--- src/alu_ops_map.vh ---
// Constants for the byte instruction execution datapath.
`ifndef ALU_OPS_MAP_VH
`define ALU_OPS_MAP_VH
`define OP_NONE          3'h0
`define OP_MUL_LIT       3'h1
`define OP_MUL_REG       3'h2
`define OP_SWAP          3'h3
`define OP_SUB_BORROW    3'h4
`define OP_JUMP          3'h5
`define INDEXED_LIMIT    8'h5f
`define ACCESS_HIGH_BASE 12'hf00
`define ACCESS_SPLIT     8'h80
`define FLAG_C           0
`define FLAG_DC          1
`define FLAG_Z           2
`define FLAG_OV          3
`define FLAG_N           4
`define STATUS_RESET     5'h00
`endif

--- src/quarter_phase_gen.v ---
// Quarter-phase sequencer for the instruction cycle.
module quarter_phase_gen (
    input  wire       clk_i,    // Core clock
    input  wire       rst_n_i,  // Synchronised reset, active low
    output reg  [3:0] phase_o   // One-hot quarter phases
);
    always @(posedge clk_i or negedge rst_n_i)
    begin
        if (!rst_n_i)
            phase_o <= 4'h1;
        else
            phase_o <= {phase_o[2:0], phase_o[3]};
    end
endmodule

--- src/byte_alu_instruction_ops.v ---
// Execution datapath for multiply, swap, subtract-borrow and jump.
`include "alu_ops_map.vh"
module byte_alu_instruction_ops (
    input  wire        clk_i,          // Core clock, 100 MHz
    input  wire        nrst_i,         // Asynchronous reset, active low
    input  wire        start_i,        // Start instruction at next Q1
    input  wire [2:0]  op_i,           // Operation select
    input  wire [7:0]  file_addr_i,    // File address field
    input  wire        dest_sel_i,     // Destination select bit
    input  wire        access_sel_i,   // Access select bit
    input  wire        ext_set_i,      // Extended instruction set enable
    input  wire [7:0]  literal_i,      // Literal k<7:0>
    input  wire [11:0] literal_hi_i,   // Literal k<19:8>
    input  wire [3:0]  bank_select_register_i, // Bank select value
    input  wire [11:0] index_base_i,   // Index base for offset mode
    input  wire [7:0]  file_rdata_i,   // Data read from file address
    output reg  [11:0] file_addr_o,    // Resolved data address
    output reg         file_rd_o,      // File read strobe
    output reg         file_we_o,      // File write strobe
    output reg  [7:0]  file_wdata_o,   // File write data
    output reg  [7:0]  accumulator_o,  // Accumulator
    output reg  [7:0]  product_high_byte_o, // Product high byte
    output reg  [7:0]  product_low_byte_o,  // Product low byte
    output reg  [4:0]  status_o,       // N OV Z DC C flags
    output reg  [20:0] pc_o,           // Program counter
    output reg  [3:0]  phase_o,        // Quarter phase, one-hot
    output reg         busy_o          // Instruction in progress
);
    localparam S_IDLE = 3'b001;
    localparam S_EXEC = 3'b010;
    localparam S_NOP  = 3'b100;

    reg        rst_meta;
    reg        rst_n;
    reg [2:0]  state;
    reg [2:0]  op;
    reg        dest;
    reg [15:0] product_q;
    reg [7:0]  result_q;
    reg [4:0]  status_q;
    reg [7:0]  operand;
    reg [7:0]  lit_lo;
    reg [15:0] product;
    reg [7:0]  result;
    reg [4:0]  next_status;
    wire [3:0] q;
    wire       quarter_phase_one   = q[0];
    wire       quarter_phase_two   = q[1];
    wire       quarter_phase_three = q[2];
    wire       quarter_phase_four  = q[3];
    wire [8:0] diff;
    wire [4:0] diff_lo;

    // Resolves the data address from the operand fields.
    function [11:0] resolve_addr;
        input [7:0]  f;
        input        a;
        input        e;
        input [3:0]  bank;
        input [11:0] base;
        begin
            if (!a && e && f <= `INDEXED_LIMIT)
                resolve_addr = base + {4'h0, f};
            else if (!a)
                resolve_addr = (f < `ACCESS_SPLIT) ? {4'h0, f}
                               : (`ACCESS_HIGH_BASE | {4'h0, f});
            else
                resolve_addr = {bank, f};
        end
    endfunction

    always @(posedge clk_i or negedge nrst_i)
    begin
        if (!nrst_i)
        begin
            rst_meta <= 1'b0;
            rst_n    <= 1'b0;
        end
        else
        begin
            rst_meta <= 1'b1;
            rst_n    <= rst_meta;
        end
    end

    quarter_phase_gen u_phase (
        .clk_i   (clk_i),
        .rst_n_i (rst_n),
        .phase_o (q)
    );

    // Borrow in is the inverted carry, so carry in is the carry flag.
    assign diff    = {1'b0, operand} + {1'b0, ~accumulator_o}
                     + {8'h00, status_o[`FLAG_C]};
    assign diff_lo = {1'b0, operand[3:0]} + {1'b0, ~accumulator_o[3:0]}
                     + {4'h0, status_o[`FLAG_C]};

    always @*
    begin
        product     = 16'h0000;
        result      = 8'h00;
        next_status = status_o;
        case (op)
        `OP_MUL_LIT:
            product = {8'h00, accumulator_o} * {8'h00, lit_lo};
        `OP_MUL_REG:
            product = {8'h00, accumulator_o} * {8'h00, operand};
        `OP_SWAP:
            result = {operand[3:0], operand[7:4]};
        `OP_SUB_BORROW:
        begin
            result = diff[7:0];
            next_status[`FLAG_C]  = diff[8];
            next_status[`FLAG_DC] = diff_lo[4];
            next_status[`FLAG_Z]  = (diff[7:0] == 8'h00);
            next_status[`FLAG_N]  = diff[7];
            next_status[`FLAG_OV] = (operand[7] != accumulator_o[7])
                                    && (diff[7] != operand[7]);
        end
        default:
            result = 8'h00;
        endcase
    end

    always @(posedge clk_i or negedge rst_n)
    begin
        if (!rst_n)
        begin
            state <= S_IDLE;
            op <= `OP_NONE;
            dest <= 1'b0;
            product_q <= 16'h0000;
            result_q <= 8'h00;
            status_q <= `STATUS_RESET;
            operand <= 8'h00;
            lit_lo <= 8'h00;
            file_addr_o <= 12'h000;
            file_rd_o <= 1'b0;
            file_we_o <= 1'b0;
            file_wdata_o <= 8'h00;
            accumulator_o <= 8'h00;
            product_high_byte_o <= 8'h00;
            product_low_byte_o <= 8'h00;
            status_o <= `STATUS_RESET;
            pc_o <= 21'h000000;
            phase_o <= 4'h1;
            busy_o <= 1'b0;
        end
        else
        begin
            phase_o   <= q;
            file_rd_o <= 1'b0;
            file_we_o <= 1'b0;
            case (state)
            S_IDLE:
            begin
                // Decode happens in the first quarter of a cycle.
                if (start_i && quarter_phase_one)
                begin
                    op      <= op_i;
                    dest    <= dest_sel_i;
                    busy_o  <= 1'b1;
                    state   <= S_EXEC;
                    file_addr_o <= resolve_addr(file_addr_i, access_sel_i,
                        ext_set_i, bank_select_register_i, index_base_i);
                    file_rd_o <= 1'b1;
                end
            end
            S_EXEC:
            begin
                if (quarter_phase_two)
                begin
                    operand <= file_rdata_i;
                    lit_lo  <= literal_i;
                end
                // The third quarter freezes the results, so the fourth
                // quarter writes back values that no longer move, except a jump, which loads pc_o from literal_hi_i as it stands then.
                if (quarter_phase_three)
                begin
                    product_q <= product;
                    result_q  <= result;
                    status_q  <= next_status;
                end
                if (quarter_phase_four)
                begin
                    state  <= S_IDLE;
                    busy_o <= 1'b0;
                    case (op)
                    `OP_MUL_LIT, `OP_MUL_REG:
                    begin
                        // Flags and accumulator are left alone here.
                        product_high_byte_o <= product_q[15:8];
                        product_low_byte_o  <= product_q[7:0];
                    end
                    `OP_SWAP, `OP_SUB_BORROW:
                    begin
                        status_o <= status_q;
                        if (dest)
                        begin
                            file_we_o    <= 1'b1;
                            file_wdata_o <= result_q;
                        end
                        else
                            accumulator_o <= result_q;
                    end
                    `OP_JUMP:
                    begin
                        pc_o   <= {literal_hi_i, lit_lo, 1'b0};
                        state  <= S_NOP;
                        busy_o <= 1'b1;
                    end
                    default:
                        state <= S_IDLE;
                    endcase
                end
            end
            S_NOP:
            begin
                // Second jump cycle does nothing until quarter four, which clears busy and returns to idle.
                if (quarter_phase_four)
                begin
                    state  <= S_IDLE;
                    busy_o <= 1'b0;
                end
            end
            default:
                state <= S_IDLE;
            endcase
        end
    end

endmodule

--- config.mk ---
export PLATFORM = sky130hd
export DESIGN_NAME = byte_alu_instruction_ops
export DESIGN_NICKNAME = d
export VERILOG_FILES = /design/src/quarter_phase_gen.v /design/src/byte_alu_instruction_ops.v
export VERILOG_INCLUDE_DIRS = /design/src
export SDC_FILE = /design/constraint.sdc
export NUM_CORES = 1
export LEC_CHECK = 0
export ABC_CLOCK_PERIOD_IN_PS = 9620
export BUFFER_PORTS_ARGS = -buffer_cell sky130_fd_sc_hd__buf_2
export CORE_AREA = 2 2 129 131
export CTS_BUF_LIST = sky130_fd_sc_hd__clkbuf_4 sky130_fd_sc_hd__clkbuf_8
export DETAILED_ROUTE_END_ITERATION = 10
export DIE_AREA = 0 0 131 133
export PLACE_DENSITY = 0.95
export SYNTH_ARGS = -nofsm -noshare
export SYNTH_HDL_FRONTEND = slang
export SYNTH_HIERARCHICAL = 1
export SYNTH_SLANG_ARGS = --single-unit
--- constraint.sdc ---
create_clock -name clk_i -period 9.62 [get_ports clk_i]
set_input_delay 1.443 -clock clk_i [delete_from_list [all_inputs] [get_ports clk_i]]
set_output_delay 1.443 -clock clk_i [all_outputs]
set_load 0.02 [all_outputs]
==> impl_results.md, run 1 <==
- Outcome: completed
- Slew at the pin closest to its max-slew limit: 1271 ps
- Number of CTS-inserted buffers: 17
- Wire length of the first global-routing pass: 41.90 mm
- Die Wd: 131 um
- Critical path peak fanout: 17
- Static Leak: 6.310 nW
- CTS tree: built
- Startpoint type of the worst setup path: flip-flop
- Accumulated negative setup slack: 0 ps
- Antenna violations before repair: 2
- Total die area: 17420 um^2
- Sequential cell area: 3361 um^2
- Worst min-delay path class: reg -> reg
- VDD IR-drop max: 0.07995 mV
- Post-Route WL: 25.39 mm
- Chip height: 133 um
- Clock-pin transition on the worst setup and hold timing paths: 90 ps
- Post-synthesis average cell area: 9.931 um^2
- Number of library cell types mapped by synthesis: 58
- Root buf cell: clkbuf_8
- Setup violators final: 0
- Area taken by multi-input logic gates: 6270 um^2
- Via count of the first global-routing pass: 8487
- I/O pins: 138
- Routed vias/inst: 5.868
- Row cnt: 47
- Number of failing hold endpoints at the final stage: 0
- Pin count of the biggest net entering global routing: 70
- Post-placement cell count: 1353
- Highest attainable clock frequency: 0.1987 GHz
- Total DRC errors in the routed layout: 0
- Share of the cycle needed by the critical path after routing: 52.31%
- Count of vias placed by the detailed router: 8133
- Total number of yosys warnings: 6
- Net count after synthesis: 1262
- Fraction of registers with async set/reset: 100.0%
- Cell type with the highest aggregate area in the netlist: dfrtp_1
- Core outline area: 16170 um^2
- Post-route ant nets: 0
- Number of flops mapped to enable cells by yosys: 0
- Number of slew-limit violations in the final report: 0
- 1st-iter DRT viols: 720
- Fraction of post-synthesis cell area in the top cell type by area: 32.02%
- Gates resized, CTS repair: 0
- Syn Inst Count: 1031
- WL per Instance: 18.32 um
- Total power divided by cell area: 94.77 nW/um^2
- Total power consumption of the routed design: 1.085 mW
- Synthesis-stage register bit count: 134
- Setup slack of the worst register-to-register path: 4590 ps
- Commonest register cell after synthesis: dfrtp_1
- Worst endpoint data arrival time: 5390 ps
- Max Root-Sink Buffers: 2
- Total congestion overflow after global routing: 0
- Buffer count from post-CTS setup fixing: 0
- Number of H-tree levels: 4
- Non-filler instance count after layout: 1386
- Layout filler cell count: 1094
- P&R area growth vs syn: 11.80%
- Minimum clock period after layout: 5033 ps
- Total global-route track usage: 31.38%
- Number of I/O port buffers: 136
- CTS sink count: 134
- Worst-case headroom to the max-slew limit: 14.87%
- Post-detail-place hpwl: 18.56 mm
- Worst-skew pair later-pin latency: 490 ps
- RSZ-0062 raised after global routing: no
- Total standard cell area after synthesis: 10240 um^2
- Number of hold-repair buffers added at the cts stage: 0
- DRT Pass-1 Iters: 7
- Fraction of final layout cells sized beyond drive strength 1: 21.37%
- Total Nets Final: 1383
- Number of max-cap violations: 0
- Worst clock skew: 20.96 ps
- Type of destination of the critical path: flip-flop
- Final-layout worst hold slack: 364.8 ps
- Required time of the worst setup path: 9980 ps
- Area contributors post-synth: dfrtp_1 32%, fa_1 15%, ha_1 12%, mux2_2 6.6%, and2_1 5.6%
- Critical path start-end classification: reg -> reg
- Starting density of the core: 63.31%
- Final RePlAce weighted congestion: 0.9347
- Post-synthesis sequential area ratio: 32.79%
-- through the flow --
stage          utilization, %  instance area, um^2  worst slack, ps
2_1_floorplan               -                10240             4790
3_3_place_gp            68.46                11070             4806
3_5_place_dp            68.46                11070             4669
4_1_cts                 70.77                11440             4632
5_1_grt                 70.79                11450             4282
6_report                70.79                11450             4587
-- flip-flops by register name, summed over array words and instances, names as in the netlist, 3 cells and up --
name / flops
state: 3
operand: 8
phase_o: 4
product_low_byte_o: 8
status_o: 5
pc_o: 20
op: 3
result_q: 8
lit_lo: 8
product_high_byte_o: 8
status_q: 5
u_phase/phase_o: 4
file_wdata_o: 8
file_addr_o: 12
product_q: 16
accumulator_o: 8
-- per-layer routing --
metal | up-vias | routed length (um) | global-route usage (%)
met5 | - | 0 | 0
met4 | 0 | 1252 | 16.02
met3 | 112 | 2332 | 9.220
met2 | 449 | 12420 | 51.55
met1 | 3906 | 9382 | 37.19
li1 | 3666 | - | -
-- power by group --
group          internal, mW  total, mW  switching, mW
logic                0.0244     0.0543         0.0299
registers             0.566      0.572        0.00655
clock network         0.190      0.458          0.268
total                 0.780       1.08          0.305
-- worst max-delay path: stages (launching register included) --
cell	delay [ps]
dfrtp_1	610
ha_1	370
fa_1	620
fa_1	450
fa_1	550
inv_1	60
fa_1	530
inv_1	40
ha_1	260
or4_1	500
o22ai_1	240
o21ai_0	160
xnor2_1	150
a221oi_1	300
nor2_1	80
-- layout by cell type, fill, tap and decap left out, types with 3 or more instances in the layout --
cell / n
a211oi_1: 7
a31oi_1: 9
xor2_1: 14
or3_1: 4
nand2b_1: 3
buf_2: 136
a21oi_1: 29
ha_1: 95
o211ai_1: 5
xnor2_1: 21
inv_1: 121
o21ai_0: 43
mux2_2: 60
nor3_1: 5
nor2_1: 72
dfstp_2: 3
nand3_1: 15
nor2b_1: 4
a21o_1: 10
o21a_1: 10
clkbuf_8: 17
and2_1: 92
inv_8: 3
inv_6: 6
nand2_1: 93
fa_1: 75
or4_1: 3
o22ai_1: 3
o31ai_1: 3
a221oi_1: 20
buf_4: 3
and3_1: 6
dfrtp_1: 130
-- area by class of cell --
cell class	count	share of cell area, %
diodes	1	0.02186
clock buffers	17	2.044
clock inverters	15	1.224
inverters	123	4.033
multi-input cells	737	54.77
flip-flops and latches	134	29.36
well taps	220	2.405
repair buffers	139	6.143
-- cell families (layout without fill, tap and decap cells) --
kind of cell	after synthesis	after routing	share of synthesized area [%]
AOI/OAI and AO/OA	158	158	10.09
xor gates and xnor gates	35	35	2.994
adders and majority gates	170	170	26.27
buffers and inverters	160	294	5.976
DFF	134	134	32.79
muxes	61	61	6.697
other	2	3	0.07335
and+or+nand+nor	311	311	15.10
-- worst paths after layout --
check / start / cells past startpoint / to
setup / recovery: accumulator_o[4] / 14 / product_q[15]
hold / removal: rst_meta / 0 / rst_n
setup reg to reg: accumulator_o[4] / 14 / product_q[15]
hold reg to reg: rst_meta / 0 / rst_n
max in group asynchronous: rst_n / 1 / pc_o[10]
min in group asynchronous: rst_n / 0 / file_wdata_o[2]
-- Yosys cell counts (all sizes together), types with 5 or more instances --
library cell  instances
a211oi                7
o21a                 10
dfrtp               131
a21o                 10
inv                 122
fa                   75
o21ai                46
clkbuf               30
a221oi               20
o211ai                5
ha                   95
xor2                 14
xnor2                21
and2                 92
nand2                95
nor3                  6
nand3                15
nor2                 72
mux2                 60
buf                   7
a21oi                31
and3                  6
a31oi                 9
Power figures use the tool's default switching activity.
==> inputs of run 2 (changes only) <==
--- a/config.mk
+++ b/config.mk
@@ -6,13 +6,13 @@
 export SDC_FILE = /design/constraint.sdc
 export NUM_CORES = 1
 export LEC_CHECK = 0
-export ABC_CLOCK_PERIOD_IN_PS = 9620
+export ABC_CLOCK_PERIOD_IN_PS = 4500
 export BUFFER_PORTS_ARGS = -buffer_cell sky130_fd_sc_hd__buf_2
-export CORE_AREA = 2 2 129 131
+export CORE_AREA = 2 2 140 142
 export CTS_BUF_LIST = sky130_fd_sc_hd__clkbuf_4 sky130_fd_sc_hd__clkbuf_8
 export DETAILED_ROUTE_END_ITERATION = 10
-export DIE_AREA = 0 0 131 133
-export PLACE_DENSITY = 0.95
+export DIE_AREA = 0 0 142 144
+export PLACE_DENSITY = 0.89
 export SYNTH_ARGS = -nofsm -noshare
 export SYNTH_HDL_FRONTEND = slang
 export SYNTH_HIERARCHICAL = 1
==> constraint.sdc (replaced) <==
create_clock -name clk_i -period 4.5 [get_ports clk_i]
set_input_delay 0.675 -clock clk_i [delete_from_list [all_inputs] [get_ports clk_i]]
set_output_delay 0.675 -clock clk_i [all_outputs]
set_load 0.02 [all_outputs]
==> run 2 against run 1 <==
  * Setup slack lost 4500 ps
  * Largest power group unchanged
  * Combinational power grew 120%
  * Non-clock buffer count grew 52
  * Critical path depth grew 1
  * Sequential share of layout area shrank 1.5 points
  * Critical path type unchanged
  * Clock skew grew 4.9 ps
  * Count of clock-buffer cells in the layout is the same
  * Register-to-register slack lost 4500 ps
  * Design area grew 6.1%
==> impl_results.md, run 2 (same netlist as run 1, synthesis figures left out) <==
- Setup violators final: 0 (unchanged)
- Commonest non-fill, non-tap cell in the layout: buf_2 (unchanged)
- Cells on worst reg2reg path: 15 (was 14)
- Setup slack of the worst register-to-register path: 60 ps (was 4590 ps)
- Worst-case setup slack after placement: -38.00 ps (was 4669 ps)
- Number of CTS-inserted buffers: 17 (unchanged)
- Total Nets Final: 1435 (was 1383)
- Root buf cell: clkbuf_8 (unchanged)
- Type of destination of the critical path: flip-flop (unchanged)
- DRT Pass-1 Iters: 5 (was 7)
- Largest reg by FF count: pc_o (unchanged)
- VDD IR-drop max: 0.1682 mV (was 0.07995 mV)
- Routed vias/inst: 5.599 (was 5.868)
- Starting density of the core: 53.66% (was 63.31%)
- Post-route standard cell area excluding fillers: 12140 um^2 (was 11450 um^2)
- 1st-iter DRT viols: 514 (was 720)
- Minimum clock period after layout: 4443 ps (was 5033 ps)
- Count of inserted antenna diode cells: 0 (was 1)
- Biggest registers after layout: pc_o x20, product_q x16, file_addr_o x12 (unchanged)
- Die Wd: 142 um (was 131 um)
- Total congestion overflow after global routing: 0 (unchanged)
- Number of I/O port buffers: 136 (unchanged)
- Worst clock skew: 25.86 ps (was 20.96 ps)
- Post-detail-place hpwl: 19.46 mm (was 18.56 mm)
- WL per Instance: 17.56 um (was 18.32 um)
- Total die area: 20450 um^2 (was 17420 um^2)
- Pin count of the biggest net entering global routing: 49 (was 70)
- Worst-skew pair later-pin latency: 490 ps (about the same)
- Post-layout worst setup margin: 57.12 ps (was 4587 ps)
- Static Leak: 6.577 nW (was 6.310 nW)
- Share of the cycle needed by the critical path after routing: 98.73% (was 52.31%)
- Critical path start-end classification: reg -> reg (unchanged)
- Wire length of the first global-routing pass: 40.76 mm (was 41.90 mm)
- RR Startpoint: accumulator_o[3] (was accumulator_o[4])
- Startpoint type of the worst setup path: flip-flop (unchanged)
- Worst-case headroom to the max-slew limit: 18.56% (was 14.87%)
- Slew at the pin closest to its max-slew limit: 1216 ps (was 1271 ps)
- Core outline area: 19080 um^2 (was 16170 um^2)
- Post-placement cell count: 1411 (was 1353)
- Number of slew-limit violations in the final report: 0 (unchanged)
- Via count of the first global-routing pass: 8280 (was 8487)
- I/O pins: 138 (unchanged)
- Commonest non-fill, non-tap cells in the layout: 136 x buf_2, 116 x dfrtp_1, 110 x inv_1 (was 136 x buf_2, 130 x dfrtp_1, 121 x inv_1)
- Total global-route track usage: 25.45% (was 31.38%)
- Max Root-Sink Buffers: 2 (unchanged)
- Clock-pin transition on the worst setup and hold timing paths: 110 ps (was 90 ps)
- Outcome: completed (unchanged)
- Number of H-tree levels: 4 (unchanged)
- Number of max-cap violations: 0 (unchanged)
- Antenna violations before repair: 0 (was 2)
- Post-route ant nets: 0 (unchanged)
- Flip-flop count of the largest register, all copies and words added: 20 (unchanged)
- Chip height: 144 um (was 133 um)
- Capturing point of the worst reg2reg path: product_q[15] (unchanged)
- Accumulated negative setup slack: 0 ps (unchanged)
- RSZ-0062 raised after global routing: yes (was no)
- P&R area growth vs syn: 18.61% (was 11.80%)
- Instance area after placement: 11430 um^2 (was 11070 um^2)
- Fraction of final layout cells sized beyond drive strength 1: 30.32% (was 21.37%)
- Final-layout worst hold slack: 321.9 ps (was 364.8 ps)
- Total DRC errors in the routed layout: 0 (unchanged)
- Worst endpoint data arrival time: 4820 ps (was 5390 ps)
- Required time of the worst setup path: 4880 ps (was 9980 ps)
- Count of vias placed by the detailed router: 8146 (was 8133)
- Highest attainable clock frequency: 0.2251 GHz (was 0.1987 GHz)
- Final RePlAce weighted congestion: 0.9279 (was 0.9347)
- Post-Route WL: 25.54 mm (was 25.39 mm)
- CTS sink count: 134 (unchanged)
- Number of failing hold endpoints at the final stage: 0 (unchanged)
- Row cnt: 51 (was 47)
- Worst min-delay path class: reg -> async (was reg -> reg)
- Non-filler instance count after layout: 1455 (was 1386)
- Critical path peak fanout: 5 (was 17)
- CTS tree: built (unchanged)
- Total power divided by cell area: 195.7 nW/um^2 (was 94.77 nW/um^2)
==> run 2: worst max-delay path: stages, from the launching register on <==
cell	delay [ps]
dfrtp_2	460
buf_6	140
and2_4	150
fa_2	560
fa_2	440
fa_1	530
inv_2	40
fa_1	470
inv_1	40
ha_2	190
or4_1	500
o22ai_2	170
o21ai_1	110
xnor2_1	150
a221oi_1	300
nor2_1	90
==> run 2: per-layer routing <==
layer / GRT usage [%] / share of wire (%) / up-vias
li1: - / - / 3757
met1: 31.00 / 41 / 4056
met2: 44.42 / 51 / 266
met3: 5.596 / 5.3 / 67
met4: 9.684 / 3.2 / 0
met5: 0 / 0 / -
==> run 2: what timing repair did <==
item	in CTS	in global routing
pin swaps	21	61
hold endpoints to repair	2	0
hold buffers	1	0
gates resized for setup	22	49
buffers inserted	7	4
gates cloned	0	0
setup endpoints to repair	5	9
==> run 2: how the worst max path moves through the flow <==
stage / start / endpoint / slack, ps / depth (start not counted)
floorplan: accumulator_o[2] / product_q[14] / -6 / 17
global placement: accumulator_o[2] / product_q[14] / -2 / 15
detailed placement: accumulator_o[2] / product_q[15] / -40 / 17
CTS: accumulator_o[3] / product_q[15] / -7 / 16
global route: accumulator_o[3] / product_q[14] / -60 / 16
finish: accumulator_o[3] / product_q[15] / 60 / 15
==> run 2: power breakdown <==
group,total [mW],switching (mW),internal [mW]
sequential,1.22,0.00971,1.21
clock,1.04,0.607,0.428
combinational,0.121,0.0682,0.0531
==> run 2: cell type report <==
cell class / instances / area, um^2
sequential: 134 / 3378
fill: 1491 / 6935
multi-input combinational: 737 / 6487
inverter: 123 / 461.7
clock buffer: 17 / 234.0
timing repair buffer: 191 / 1111
tap: 238 / 297.8
clock inverter: 15 / 173.9
==> run 2: stage by stage <==
step           util (%)  power [mW]
2_1_floorplan         -       1.314
3_3_place_gp      59.89       1.361
3_5_place_dp      59.89       1.366
4_1_cts           62.67       2.402
5_1_grt           63.65       2.464
6_report          63.65       2.376
